$ cat config.mk
export PLATFORM = sky130hd
export DESIGN_NAME = async_serial_receiver
export DESIGN_NICKNAME = d
export VERILOG_FILES = /design/src/async_serial_receiver_pkg.sv /design/src/async_serial_receiver.sv
export SDC_FILE = /design/constraint.sdc
export NUM_CORES = 1
export LEC_CHECK = 0
export ABC_AREA = 1
export BUFFER_PORTS_ARGS = -buffer_cell sky130_fd_sc_hd__buf_2
export CAP_MARGIN = 10
export CORE_MARGIN = 2
export CORE_UTILIZATION = 30
export DETAILED_ROUTE_END_ITERATION = 10
export PLACE_DENSITY_LB_ADDON = 0.12
export SETUP_SLACK_MARGIN = 0.02
export SYNTH_ARGS = -nofsm -noshare
export SYNTH_HDL_FRONTEND = slang
export SYNTH_SLANG_ARGS = --single-unit
$ cat constraint.sdc
create_clock -name clk -period 4.6 [get_ports clk]
set_input_delay 0.46 -clock clk [delete_from_list [all_inputs] [get_ports clk]]
set_output_delay 0.46 -clock clk [all_outputs]
set_load 0.01 [all_outputs]
$ cat src/async_serial_receiver_pkg.sv
package async_serial_receiver_pkg;

	// Register indices; byte address is four times the index
	localparam logic [9:0] IDX_INTERRUPT_CONTROL = 10'h00b;
	localparam logic [9:0] IDX_PERIPHERAL_IRQ_FLAGS = 10'h00c;
	localparam logic [9:0] IDX_RX_STATUS_CONTROL = 10'h018;
	localparam logic [9:0] IDX_RX_DATA_BUFFER = 10'h01a;
	localparam logic [9:0] IDX_PERIPHERAL_IRQ_ENABLES = 10'h08c;
	localparam logic [9:0] IDX_TX_STATUS_CONTROL = 10'h098;
	localparam logic [9:0] IDX_BAUD_DIVISOR = 10'h099;

	localparam int ADDR_W = 12;

	// Reset values
	localparam logic [7:0] RST_INTERRUPT_CONTROL = 8'h00;
	localparam logic [7:0] RST_RX_STATUS_CONTROL = 8'h00;
	localparam logic [7:0] RST_PERIPHERAL_IRQ_ENABLES = 8'h00;
	localparam logic [7:0] RST_TX_STATUS_CONTROL = 8'h02;
	localparam logic [7:0] RST_BAUD_DIVISOR = 8'h00;

	// Software-writable bits
	localparam logic [7:0] WMASK_RX_STATUS_CONTROL = 8'hf8;
	localparam logic [7:0] WMASK_TX_STATUS_CONTROL = 8'hf5;

	// rx_status_control fields
	localparam int SERIAL_PORT_ENABLE_BIT = 7;
	localparam int NINE_BIT_RX_ENABLE_BIT = 6;
	localparam int CONTINUOUS_RECEIVE_ENABLE_BIT = 4;
	localparam int ADDRESS_DETECT_ENABLE_BIT = 3;
	// tx_status_control fields
	localparam int SYNC_MODE_BIT = 4;
	localparam int HIGH_SPEED_BAUD_BIT = 2;
	localparam int TX_SHIFT_EMPTY_BIT = 1;
	// Receive flag and enable position
	localparam int RX_READY_FLAG_BIT = 5;
	localparam int RX_IRQ_ENABLE_BIT = 5;

	// Oversampling
	localparam logic [3:0] OVS_MID = 4'h7;
	localparam logic [3:0] OVS_LAST = 4'hf;
	localparam logic [1:0] PRESCALE_LAST = 2'h3;
	localparam logic [3:0] BITS_EIGHT = 4'h8;
	localparam logic [3:0] BITS_NINE = 4'h9;

	localparam logic [1:0] FIFO_DEPTH = 2'h2;

	localparam logic [1:0] RESP_OKAY = 2'h0;
	localparam logic [1:0] RESP_SLVERR = 2'h2;

	typedef enum logic [1:0] {
		ST_IDLE = 2'b00,
		ST_START = 2'b01,
		ST_DATA = 2'b11,
		ST_STOP = 2'b10
	} rx_state_t;

endpackage

$ cat src/async_serial_receiver.sv
// Implementation choice: the AXI4-Lite slave port.
`timescale 1ns/10ps
module async_serial_receiver (
	input wire logic clk,
	input wire logic srst,
	input wire logic [11:0] s_axi_awaddr,
	input wire logic s_axi_awvalid,
	output logic s_axi_awready,
	input wire logic [31:0] s_axi_wdata,
	input wire logic [3:0] s_axi_wstrb,
	input wire logic s_axi_wvalid,
	output logic s_axi_wready,
	output logic [1:0] s_axi_bresp,
	output logic s_axi_bvalid,
	input wire logic s_axi_bready,
	input wire logic [11:0] s_axi_araddr,
	input wire logic s_axi_arvalid,
	output logic s_axi_arready,
	output logic [31:0] s_axi_rdata,
	output logic [1:0] s_axi_rresp,
	output logic s_axi_rvalid,
	input wire logic s_axi_rready,
	input wire logic serial_rx_pin,
	input wire logic sleep_mode,
	output logic rx_irq_req
);

	function automatic logic [9:0] reg_index(input logic [11:0] addr);
		reg_index = addr[11:2];
	endfunction

	logic [7:0] interrupt_control_q, interrupt_control_d;
	logic [7:0] rx_status_control_q, rx_status_control_d;
	logic [7:0] pie_q, pie_d;
	logic [7:0] tx_status_control_q, tx_status_control_d;
	logic [7:0] baud_q, baud_d;
	logic bvalid_q, bvalid_d;
	logic [1:0] bresp_q, bresp_d;
	logic rvalid_q, rvalid_d;
	logic [1:0] rresp_q, rresp_d;
	logic [31:0] rdata_q, rdata_d;

	async_serial_receiver_pkg::rx_state_t st_q, st_d;
	logic [3:0] os_q, os_d;
	logic [3:0] bits_q, bits_d;
	logic [8:0] sr_q, sr_d;
	logic prev_q, prev_d;
	logic [7:0] brg_q, brg_d;
	logic [1:0] pre_q, pre_d;
	logic overrun_error_q, overrun_error_d;
	logic wp_q, wp_d;
	logic rp_q, rp_d;
	logic [1:0] cnt_q, cnt_d;
	logic [9:0] mem [0:1];

	logic wr_go;
	logic rd_go;
	logic pop;
	logic push;
	logic [9:0] push_word;
	logic [9:0] head;
	logic rx_ready_flag;
	logic rx_on;
	logic [8:0] word9;
	logic [3:0] nbits;
	logic tick;
	logic brg_tick;

	assign wr_go = s_axi_awvalid & s_axi_wvalid & ~bvalid_q;
	assign rd_go = s_axi_arvalid & ~rvalid_q;
	assign s_axi_awready = wr_go;
	assign s_axi_wready = wr_go;
	assign s_axi_arready = rd_go;
	assign s_axi_bvalid = bvalid_q;
	assign s_axi_bresp = bresp_q;
	assign s_axi_rvalid = rvalid_q;
	assign s_axi_rresp = rresp_q;
	assign s_axi_rdata = rdata_q;

	// Head entry; empty FIFO shows zeros
	assign head = (cnt_q != 2'h0) ? mem[rp_q] : 10'h000;
	assign rx_ready_flag = (cnt_q != 2'h0);
	assign rx_irq_req = rx_ready_flag
		& pie_q[async_serial_receiver_pkg::RX_IRQ_ENABLE_BIT];
	assign pop = rd_go && (reg_index(s_axi_araddr) == async_serial_receiver_pkg::IDX_RX_DATA_BUFFER)
		&& (cnt_q != 2'h0);
	assign rx_on = rx_status_control_q[async_serial_receiver_pkg::SERIAL_PORT_ENABLE_BIT]
		& rx_status_control_q[async_serial_receiver_pkg::CONTINUOUS_RECEIVE_ENABLE_BIT]
		& ~tx_status_control_q[async_serial_receiver_pkg::SYNC_MODE_BIT]
		& ~sleep_mode;
	assign nbits = rx_status_control_q[async_serial_receiver_pkg::NINE_BIT_RX_ENABLE_BIT]
		? async_serial_receiver_pkg::BITS_NINE : async_serial_receiver_pkg::BITS_EIGHT;
	// Shifting right from the top leaves an 8-bit word in the upper bits
	assign word9 = rx_status_control_q[async_serial_receiver_pkg::NINE_BIT_RX_ENABLE_BIT]
		? sr_q : {1'b0, sr_q[8:1]};
	assign brg_tick = rx_on && (brg_q == 8'h00);
	// Slow mode divides the x64 clock down to x16 sample ticks
	assign tick = brg_tick && (tx_status_control_q[async_serial_receiver_pkg::HIGH_SPEED_BAUD_BIT]
		|| (pre_q == async_serial_receiver_pkg::PRESCALE_LAST));

	always_comb
	begin
		interrupt_control_d = interrupt_control_q;
		rx_status_control_d = rx_status_control_q;
		pie_d = pie_q;
		tx_status_control_d = tx_status_control_q;
		baud_d = baud_q;
		bvalid_d = bvalid_q;
		bresp_d = bresp_q;
		rvalid_d = rvalid_q;
		rresp_d = rresp_q;
		rdata_d = rdata_q;
		if (bvalid_q && s_axi_bready)
		begin
			bvalid_d = 1'b0;
		end
		if (wr_go)
		begin
			bvalid_d = 1'b1;
			bresp_d = async_serial_receiver_pkg::RESP_OKAY;
			case (reg_index(s_axi_awaddr))
				async_serial_receiver_pkg::IDX_INTERRUPT_CONTROL:
				begin
					if (s_axi_wstrb[0])
						interrupt_control_d = s_axi_wdata[7:0];
				end
				async_serial_receiver_pkg::IDX_RX_STATUS_CONTROL:
				begin
					// Error and ninth-bit fields are hardware-owned
					if (s_axi_wstrb[0])
						rx_status_control_d = s_axi_wdata[7:0]
							& async_serial_receiver_pkg::WMASK_RX_STATUS_CONTROL;
				end
				async_serial_receiver_pkg::IDX_PERIPHERAL_IRQ_ENABLES:
				begin
					if (s_axi_wstrb[0])
						pie_d = s_axi_wdata[7:0];
				end
				async_serial_receiver_pkg::IDX_TX_STATUS_CONTROL:
				begin
					if (s_axi_wstrb[0])
						tx_status_control_d = s_axi_wdata[7:0]
							& async_serial_receiver_pkg::WMASK_TX_STATUS_CONTROL;
				end
				async_serial_receiver_pkg::IDX_BAUD_DIVISOR:
				begin
					if (s_axi_wstrb[0])
						baud_d = s_axi_wdata[7:0];
				end
				// Flag and data buffer ignore writes
				async_serial_receiver_pkg::IDX_PERIPHERAL_IRQ_FLAGS,
				async_serial_receiver_pkg::IDX_RX_DATA_BUFFER:
				begin
					bresp_d = async_serial_receiver_pkg::RESP_OKAY;
				end
				default:
				begin
					bresp_d = async_serial_receiver_pkg::RESP_SLVERR;
				end
			endcase
		end
		if (rvalid_q && s_axi_rready)
		begin
			rvalid_d = 1'b0;
		end
		if (rd_go)
		begin
			rvalid_d = 1'b1;
			rresp_d = async_serial_receiver_pkg::RESP_OKAY;
			rdata_d = 32'h00000000;
			case (reg_index(s_axi_araddr))
				async_serial_receiver_pkg::IDX_INTERRUPT_CONTROL:
					rdata_d[7:0] = interrupt_control_q;
				async_serial_receiver_pkg::IDX_PERIPHERAL_IRQ_FLAGS:
					rdata_d[async_serial_receiver_pkg::RX_READY_FLAG_BIT] = rx_ready_flag;
				async_serial_receiver_pkg::IDX_RX_STATUS_CONTROL:
					rdata_d[7:0] = {rx_status_control_q[7:3], head[9], overrun_error_q, head[8]};
				async_serial_receiver_pkg::IDX_RX_DATA_BUFFER:
					rdata_d[7:0] = head[7:0];
				async_serial_receiver_pkg::IDX_PERIPHERAL_IRQ_ENABLES:
					rdata_d[7:0] = pie_q;
				async_serial_receiver_pkg::IDX_TX_STATUS_CONTROL:
				begin
					// No transmitter here, so its shifter always reads empty
					rdata_d[7:0] = tx_status_control_q;
					rdata_d[async_serial_receiver_pkg::TX_SHIFT_EMPTY_BIT] = 1'b1;
				end
				async_serial_receiver_pkg::IDX_BAUD_DIVISOR:
					rdata_d[7:0] = baud_q;
				default:
					rresp_d = async_serial_receiver_pkg::RESP_SLVERR;
			endcase
		end
	end

	always_comb
	begin
		st_d = st_q;
		os_d = os_q;
		bits_d = bits_q;
		sr_d = sr_q;
		prev_d = serial_rx_pin;
		brg_d = brg_q;
		pre_d = pre_q;
		overrun_error_d = overrun_error_q;
		push = 1'b0;
		push_word = 10'h000;
		if (!rx_status_control_q[async_serial_receiver_pkg::CONTINUOUS_RECEIVE_ENABLE_BIT])
		begin
			overrun_error_d = 1'b0;
		end
		if (!rx_on)
		begin
			st_d = async_serial_receiver_pkg::ST_IDLE;
			os_d = 4'h0;
			bits_d = 4'h0;
			brg_d = baud_q;
			pre_d = 2'h0;
		end
		else
		begin
			if (brg_tick)
			begin
				brg_d = baud_q;
				pre_d = pre_q + 2'h1;
			end
			else
			begin
				brg_d = brg_q - 8'h01;
			end
			case (st_q)
				async_serial_receiver_pkg::ST_IDLE:
				begin
					if (prev_q && !serial_rx_pin)
					begin
						st_d = async_serial_receiver_pkg::ST_START;
						os_d = 4'h0;
					end
				end
				async_serial_receiver_pkg::ST_START:
				begin
					if (tick)
					begin
						os_d = os_q + 4'h1;
						if (os_q == async_serial_receiver_pkg::OVS_MID)
						begin
							// A glitch that is high again mid-bit is no start
							os_d = 4'h0;
							bits_d = 4'h0;
							st_d = serial_rx_pin ? async_serial_receiver_pkg::ST_IDLE
								: async_serial_receiver_pkg::ST_DATA;
						end
					end
				end
				async_serial_receiver_pkg::ST_DATA:
				begin
					if (tick)
					begin
						os_d = os_q + 4'h1;
						if (os_q == async_serial_receiver_pkg::OVS_LAST)
						begin
							sr_d = {serial_rx_pin, sr_q[8:1]};
							bits_d = bits_q + 4'h1;
							if (bits_q + 4'h1 == nbits)
								st_d = async_serial_receiver_pkg::ST_STOP;
						end
					end
				end
				async_serial_receiver_pkg::ST_STOP:
				begin
					if (tick)
					begin
						os_d = os_q + 4'h1;
						if (os_q == async_serial_receiver_pkg::OVS_LAST)
						begin
							st_d = async_serial_receiver_pkg::ST_IDLE;
							// Data words skipped under address detect never raise the flag
							if (!(rx_status_control_q[async_serial_receiver_pkg::NINE_BIT_RX_ENABLE_BIT]
								&& rx_status_control_q[async_serial_receiver_pkg::ADDRESS_DETECT_ENABLE_BIT]
								&& !word9[8]))
							begin
								if (overrun_error_q)
									push = 1'b0;
								else if (cnt_q == async_serial_receiver_pkg::FIFO_DEPTH)
									overrun_error_d = 1'b1;
								else
								begin
									push = 1'b1;
									push_word = {~serial_rx_pin, word9};
								end
							end
						end
					end
				end
				default:
				begin
					st_d = async_serial_receiver_pkg::ST_IDLE;
				end
			endcase
		end
		wp_d = wp_q ^ push;
		rp_d = rp_q ^ pop;
		cnt_d = cnt_q + {1'b0, push} - {1'b0, pop};
	end

	always_ff @(posedge clk)
	begin
		if (srst)
		begin
			interrupt_control_q <= async_serial_receiver_pkg::RST_INTERRUPT_CONTROL;
			rx_status_control_q <= async_serial_receiver_pkg::RST_RX_STATUS_CONTROL;
			pie_q <= async_serial_receiver_pkg::RST_PERIPHERAL_IRQ_ENABLES;
			tx_status_control_q <= async_serial_receiver_pkg::RST_TX_STATUS_CONTROL
				& async_serial_receiver_pkg::WMASK_TX_STATUS_CONTROL;
			baud_q <= async_serial_receiver_pkg::RST_BAUD_DIVISOR;
			bvalid_q <= 1'b0;
			bresp_q <= async_serial_receiver_pkg::RESP_OKAY;
			rvalid_q <= 1'b0;
			rresp_q <= async_serial_receiver_pkg::RESP_OKAY;
			rdata_q <= 32'h00000000;
		end
		else
		begin
			interrupt_control_q <= interrupt_control_d;
			rx_status_control_q <= rx_status_control_d;
			pie_q <= pie_d;
			tx_status_control_q <= tx_status_control_d;
			baud_q <= baud_d;
			bvalid_q <= bvalid_d;
			bresp_q <= bresp_d;
			rvalid_q <= rvalid_d;
			rresp_q <= rresp_d;
			rdata_q <= rdata_d;
		end
	end

	always_ff @(posedge clk)
	begin
		if (srst)
		begin
			st_q <= async_serial_receiver_pkg::ST_IDLE;
			os_q <= 4'h0;
			bits_q <= 4'h0;
			sr_q <= 9'h000;
			prev_q <= 1'b1;
			brg_q <= 8'h00;
			pre_q <= 2'h0;
			overrun_error_q <= 1'b0;
			wp_q <= 1'b0;
			rp_q <= 1'b0;
			cnt_q <= 2'h0;
			mem[0] <= 10'h000;
			mem[1] <= 10'h000;
		end
		else
		begin
			st_q <= st_d;
			os_q <= os_d;
			bits_q <= bits_d;
			sr_q <= sr_d;
			prev_q <= prev_d;
			brg_q <= brg_d;
			pre_q <= pre_d;
			overrun_error_q <= overrun_error_d;
			wp_q <= wp_d;
			rp_q <= rp_d;
			cnt_q <= cnt_d;
			if (push)
				mem[wp_q] <= push_word;
		end
	end

endmodule

Word level (Yosys, flattened, before mapping)
Memory sizes are Yosys's and may differ from the RTL's. A register that Yosys moved wholly into a read port is not among the register bits.
Cells that the tools add are included.
- RAM bits: 20
- logic and storage cells: 171
- output and inout bits: 42
- memories kept: 1
- register bits after elaboration: 84
- input port bits: 69
- $add $sub $neg: 6
- bitwise operators: 15
- mux-type cells: 65
- eq/ne operators: 31
- reductions and logical operators: 32
- memories (memory ; depth ; width ; read ports ; clocked after Yosys merged registers in ; write ports ; line ; RTL):
    mem ; 2 ; 10 ; 1 ; 1 ; 2 ; async_serial_receiver.sv:54 ; logic [9:0] mem [0:1];
- operators by type and width (cell ; count):
    10-bit 2-to-1 mux ; 9
    10-bit by 8-bit equality test with 1-bit output (second input constant) ; 6
    10-bit by 4-bit equality test with 1-bit output (second input constant) ; 4
    10-bit by 5-bit equality test with 1-bit output (second input constant) ; 4
    4-bit 2-to-1 mux ; 8
    5-bit one-hot mux with 6 select lines ; 1
    1-bit 2-to-1 mux ; 28
    2-bit 2-to-1 mux ; 11
    3-bit AND reduction ; 6
    8-bit 2-to-1 mux ; 2
    2-bit inequality test (second input constant) ; 8
    7-bit OR reduction ; 2
    2-bit one-hot mux with 6 select lines ; 1
    4-bit one-hot mux with 3 select lines ; 1
    10-bit OR reduction ; 1
    1-bit logical AND ; 9
    9-bit 2-to-1 mux ; 1
    4-bit by 1-bit adder with 4-bit output (second input constant) ; 2
    2-bit equality test (second input constant) ; 4
    8-bit logical NOT ; 1
    2-bit one-hot mux with 4 select lines ; 1
    4-bit one-hot mux with 2 select lines ; 1
    8-bit AND reduction ; 1
    2-bit nonzero test ; 4
    19 further kinds ; 33

Depth between registers and ports, before layout
- depth after elaboration: 13
- gate-level depth with buffers: 14
- depth with buffers taken out: 14

Worst setup path before layout
Ideal clock, no wire load.
- path type: reg2reg
- start point: reg brg_q[0]
- end point: mem mem[0][0], enable pin
- setup time: 391 ps
- buffers on the path: 0
- arrival: 1948 ps
- required time: 4209 ps
- slack: 2261 ps
- period minus slack after synthesis: 2339 ps
- cell stages (with the launch flop): 9
- path through: dfxtp_1 -> inv_1 -> ha_1 -> nand2_2 -> nor2_4 -> nand3_4 -> nor3_4 -> inv_2 -> o21ai_0
- RTL lines (element ; line ; RTL):
    from (decl) ; async_serial_receiver.sv:48 ; logic [7:0] brg_q, brg_d;
    from (signal assigned) ; async_serial_receiver.sv:362 ; brg_q <= brg_d;
    to (decl) ; async_serial_receiver.sv:54 ;

==> results.json <==
{
  "initial_utilization_pct": 30.8,
  "cp_max_fo": 11,
  "die_h_um": 137,
  "finalSetupViolCount": 0,
  "diodes": 0,
  "critPathLaunchType": "register",
  "end_kind": "register",
  "fmax_mhz": 392,
  "grtUsageTotal_pct": 15.1,
  "synthFlopType": "dfxtp_1",
  "grt_overflow_total": 0,
  "hold_buffers": 0,
  "min_path_type": "input port to register",
  "drt_iter0_markers": 257,
  "yosys.area.top_type": "dfxtp_1",
  "status": "completed",
  "place.gp.congestion": 0.836,
  "drive_gt1_share_pct": 13.6,
  "max_slew_margin_pct": 47.6,
  "yosysSeqAreaShare_pct": 42.0,
  "antenna_found_initial": 0,
  "worstSetupPathType": "register to register",
  "drt_first_pass_iters": 4,
  "utilization_pct": 34.5,
  "cts_buffer_depth": 2,
  "crit_arrival_ns": 2.56,
  "numCtsBuffers": 9,
  "die_area_mm2": 0.0189,
  "rsz0062_at_grt": "no",
  "num_rows": 48,
  "port_buffers": 53,
  "ys_types": 37,
  "maxCapViolations": 0,
  "cts_resized": 0,
  "via_per_inst": 4.60,
  "cts-root-buf": "clkbuf_16",
  "power.density_mw_per_mm2": 298,
  "synthToLayoutAreaGrowth_pct": 12.2,
  "grt_pass1_vias": 4271,
  "ys_warn_count": 0,
  "synth_cells": 729,
  "tightest_slew_ns": 0.783,
  "drt-total-wl_um": 13700,
  "coreArea_mm2": 0.0174,
  "p_leak_nw": 2.56,
  "synth-seq-cells": 102,
  "cts_tree": "built",
  "synth_most_common_cell": "nand2_1",
  "post-route-min-period_ns": 2.55,
  "drc": 0,
  "final_net_count": 850,
  "grt_first_pass_wirelength_um": 21900,
  "htree_levels": 3,
  "period_share_pct": 55.5,
  "async_reset_ff_share_pct": 0,
  "drv_slew": 0,
  "grt_max_degree": 67,
  "tns_ns": 0,
  "ios": 111,
  "die_x_um": 137,
  "fillers": 1873,
  "netlist_top_cells_count": "111 x nand2_1, 105 x nor2_1, 92 x inv_1",
  "ir_drop_mv": 0.192,
  "ys_top_cells_by_area": "dfxtp_1 31%, edfxtp_1 11%, nand2_1 7.8%",
  "syn_area_per_cell_um2": 7.32,
  "synth-edff-count": 20,
  "wl_per_cell_um": 13.7,
  "ant_nets": 0,
  "synth.cell_area_mm2": 0.00534,
  "clkSlewWorstSetupHoldPaths_ns": 0.07,
  "routed-via-count": 4627,
  "required_ns": 4.61,
  "hold_viol_final": 0,
  "synth_top_area_share_pct": 30.8,
  "hpwl_um": 10200,
  "clock_latency_ns": 0.36,
  "numClockSinks": 102,
  "skew_ns": 0.00767,
  "post_cts_buffers": 0
}
logic make-up (layout without fill, tap and decap cells):
group / after synthesis / after routing / share of synthesized area, %
compound gates: 158 / 158 / 15.2
xor+xnor: 10 / 10 / 1.64
fa+ha+maj: 6 / 6 / 1.41
buf+inv: 141 / 167 / 12.2
flops: 102 / 102 / 42.0
mux: 7 / 7 / 1.31
other cells: 1 / 26 / 0.0703
simple gates: 304 / 304 / 26.1
worst max-delay path, cell delays in order, from the launching register on:
cell and delay [ns]:
dfxtp_1 0.38, ha_1 0.19, nand2_1 0.09, nor2_1 0.29
nand3_4 0.14, nor3_4 0.21, nand3_1 0.38, nand2_1 0.51
cells in the final DEF, fill, tap and decap left out, types with 5 or more instances in the layout:
| master | n |
|---|---|
| o21ai_0 | 82 |
| xor2_1 | 5 |
| ha_1 | 6 |
| conb_1 | 26 |
| nand3_1 | 33 |
| nand4_1 | 9 |
| dfxtp_1 | 82 |
| buf_2 | 53 |
| nor2_2 | 14 |
| edfxtp_1 | 20 |
| xnor2_1 | 5 |
| nor3_1 | 11 |
| inv_1 | 92 |
| a21oi_1 | 65 |
| nor2_1 | 105 |
| clkbuf_16 | 9 |
| mux2i_1 | 7 |
| nand2_1 | 111 |
sequential cells by signal (all words and copies together), names as in the netlist, 4 cells and up:
name                 flops
sr_q                     9
pie_q                    8
bits_q                   4
tx_status_control_q      6
brg_q                    8
rx_status_control_q      5
mem                     20
baud_q                   8
interrupt_control_q      8
s_axi_rdata              8
os_q                     4
final timing paths:
check	from	end	slack (ns)	cells past startpoint
setup / recovery	os_q[0]$_SDFFE_PP0P_	mem[1][3]$_SDFFCE_PN0P_	2.05	7
hold / removal	s_axi_rready	s_axi_rvalid$_SDFFE_PP0P_	0.35	4
setup reg to reg	os_q[0]$_SDFFE_PP0P_	mem[1][3]$_SDFFCE_PN0P_	2.05	7
hold reg to reg	brg_q[0]$_SDFF_PP0_	brg_q[0]$_SDFF_PP0_	0.44	1
per-stage QoR:
step                      hold slack, ns  cells  area [um2]  worst slack [ns]  power (W)
after floorplan                    0.406    754        5430              2.26    0.00104
after global placement             0.424    989        5700              1.99    0.00107
after detailed placement           0.427    989        5700              1.99    0.00107
after CTS                          0.346   1005        5990              2.02    0.00181
after global routing               0.365   1005        5990              1.84    0.00187
final                              0.355   1005        5990              2.05    0.00178
power by group:
part / switching [W] / internal, W / total (W)
logic: 0.0000803 / 0.0000366 / 0.000117
clock network: 0.000363 / 0.000374 / 0.000736
registers: 0.00000574 / 0.000925 / 0.000931
final cells by class:
class / count / area [um2] / area share, %
clock buffers: 9 / 225 / 3.76
clock inverters: 7 / 57.6 / 0.961
inverters: 95 / 357 / 5.96
multi-input cells: 511 / 2540 / 42.4
flip-flops and latches: 102 / 2240 / 37.5
well taps: 225 / 282 / 4.70
repair buffers: 56 / 288 / 4.81
metal layers:
metal | up-vias | track usage [%] | part of all wire, %
met1 | 2117 | 19.3 | 47
met4 | 0 | 3.38 | 0.87
met3 | 10 | 3.72 | 4.1
met2 | 95 | 25.7 | 48
li1 | 2405 | - | -
met5 | - | 0 | 0
Power figures use the tool's default switching activity.
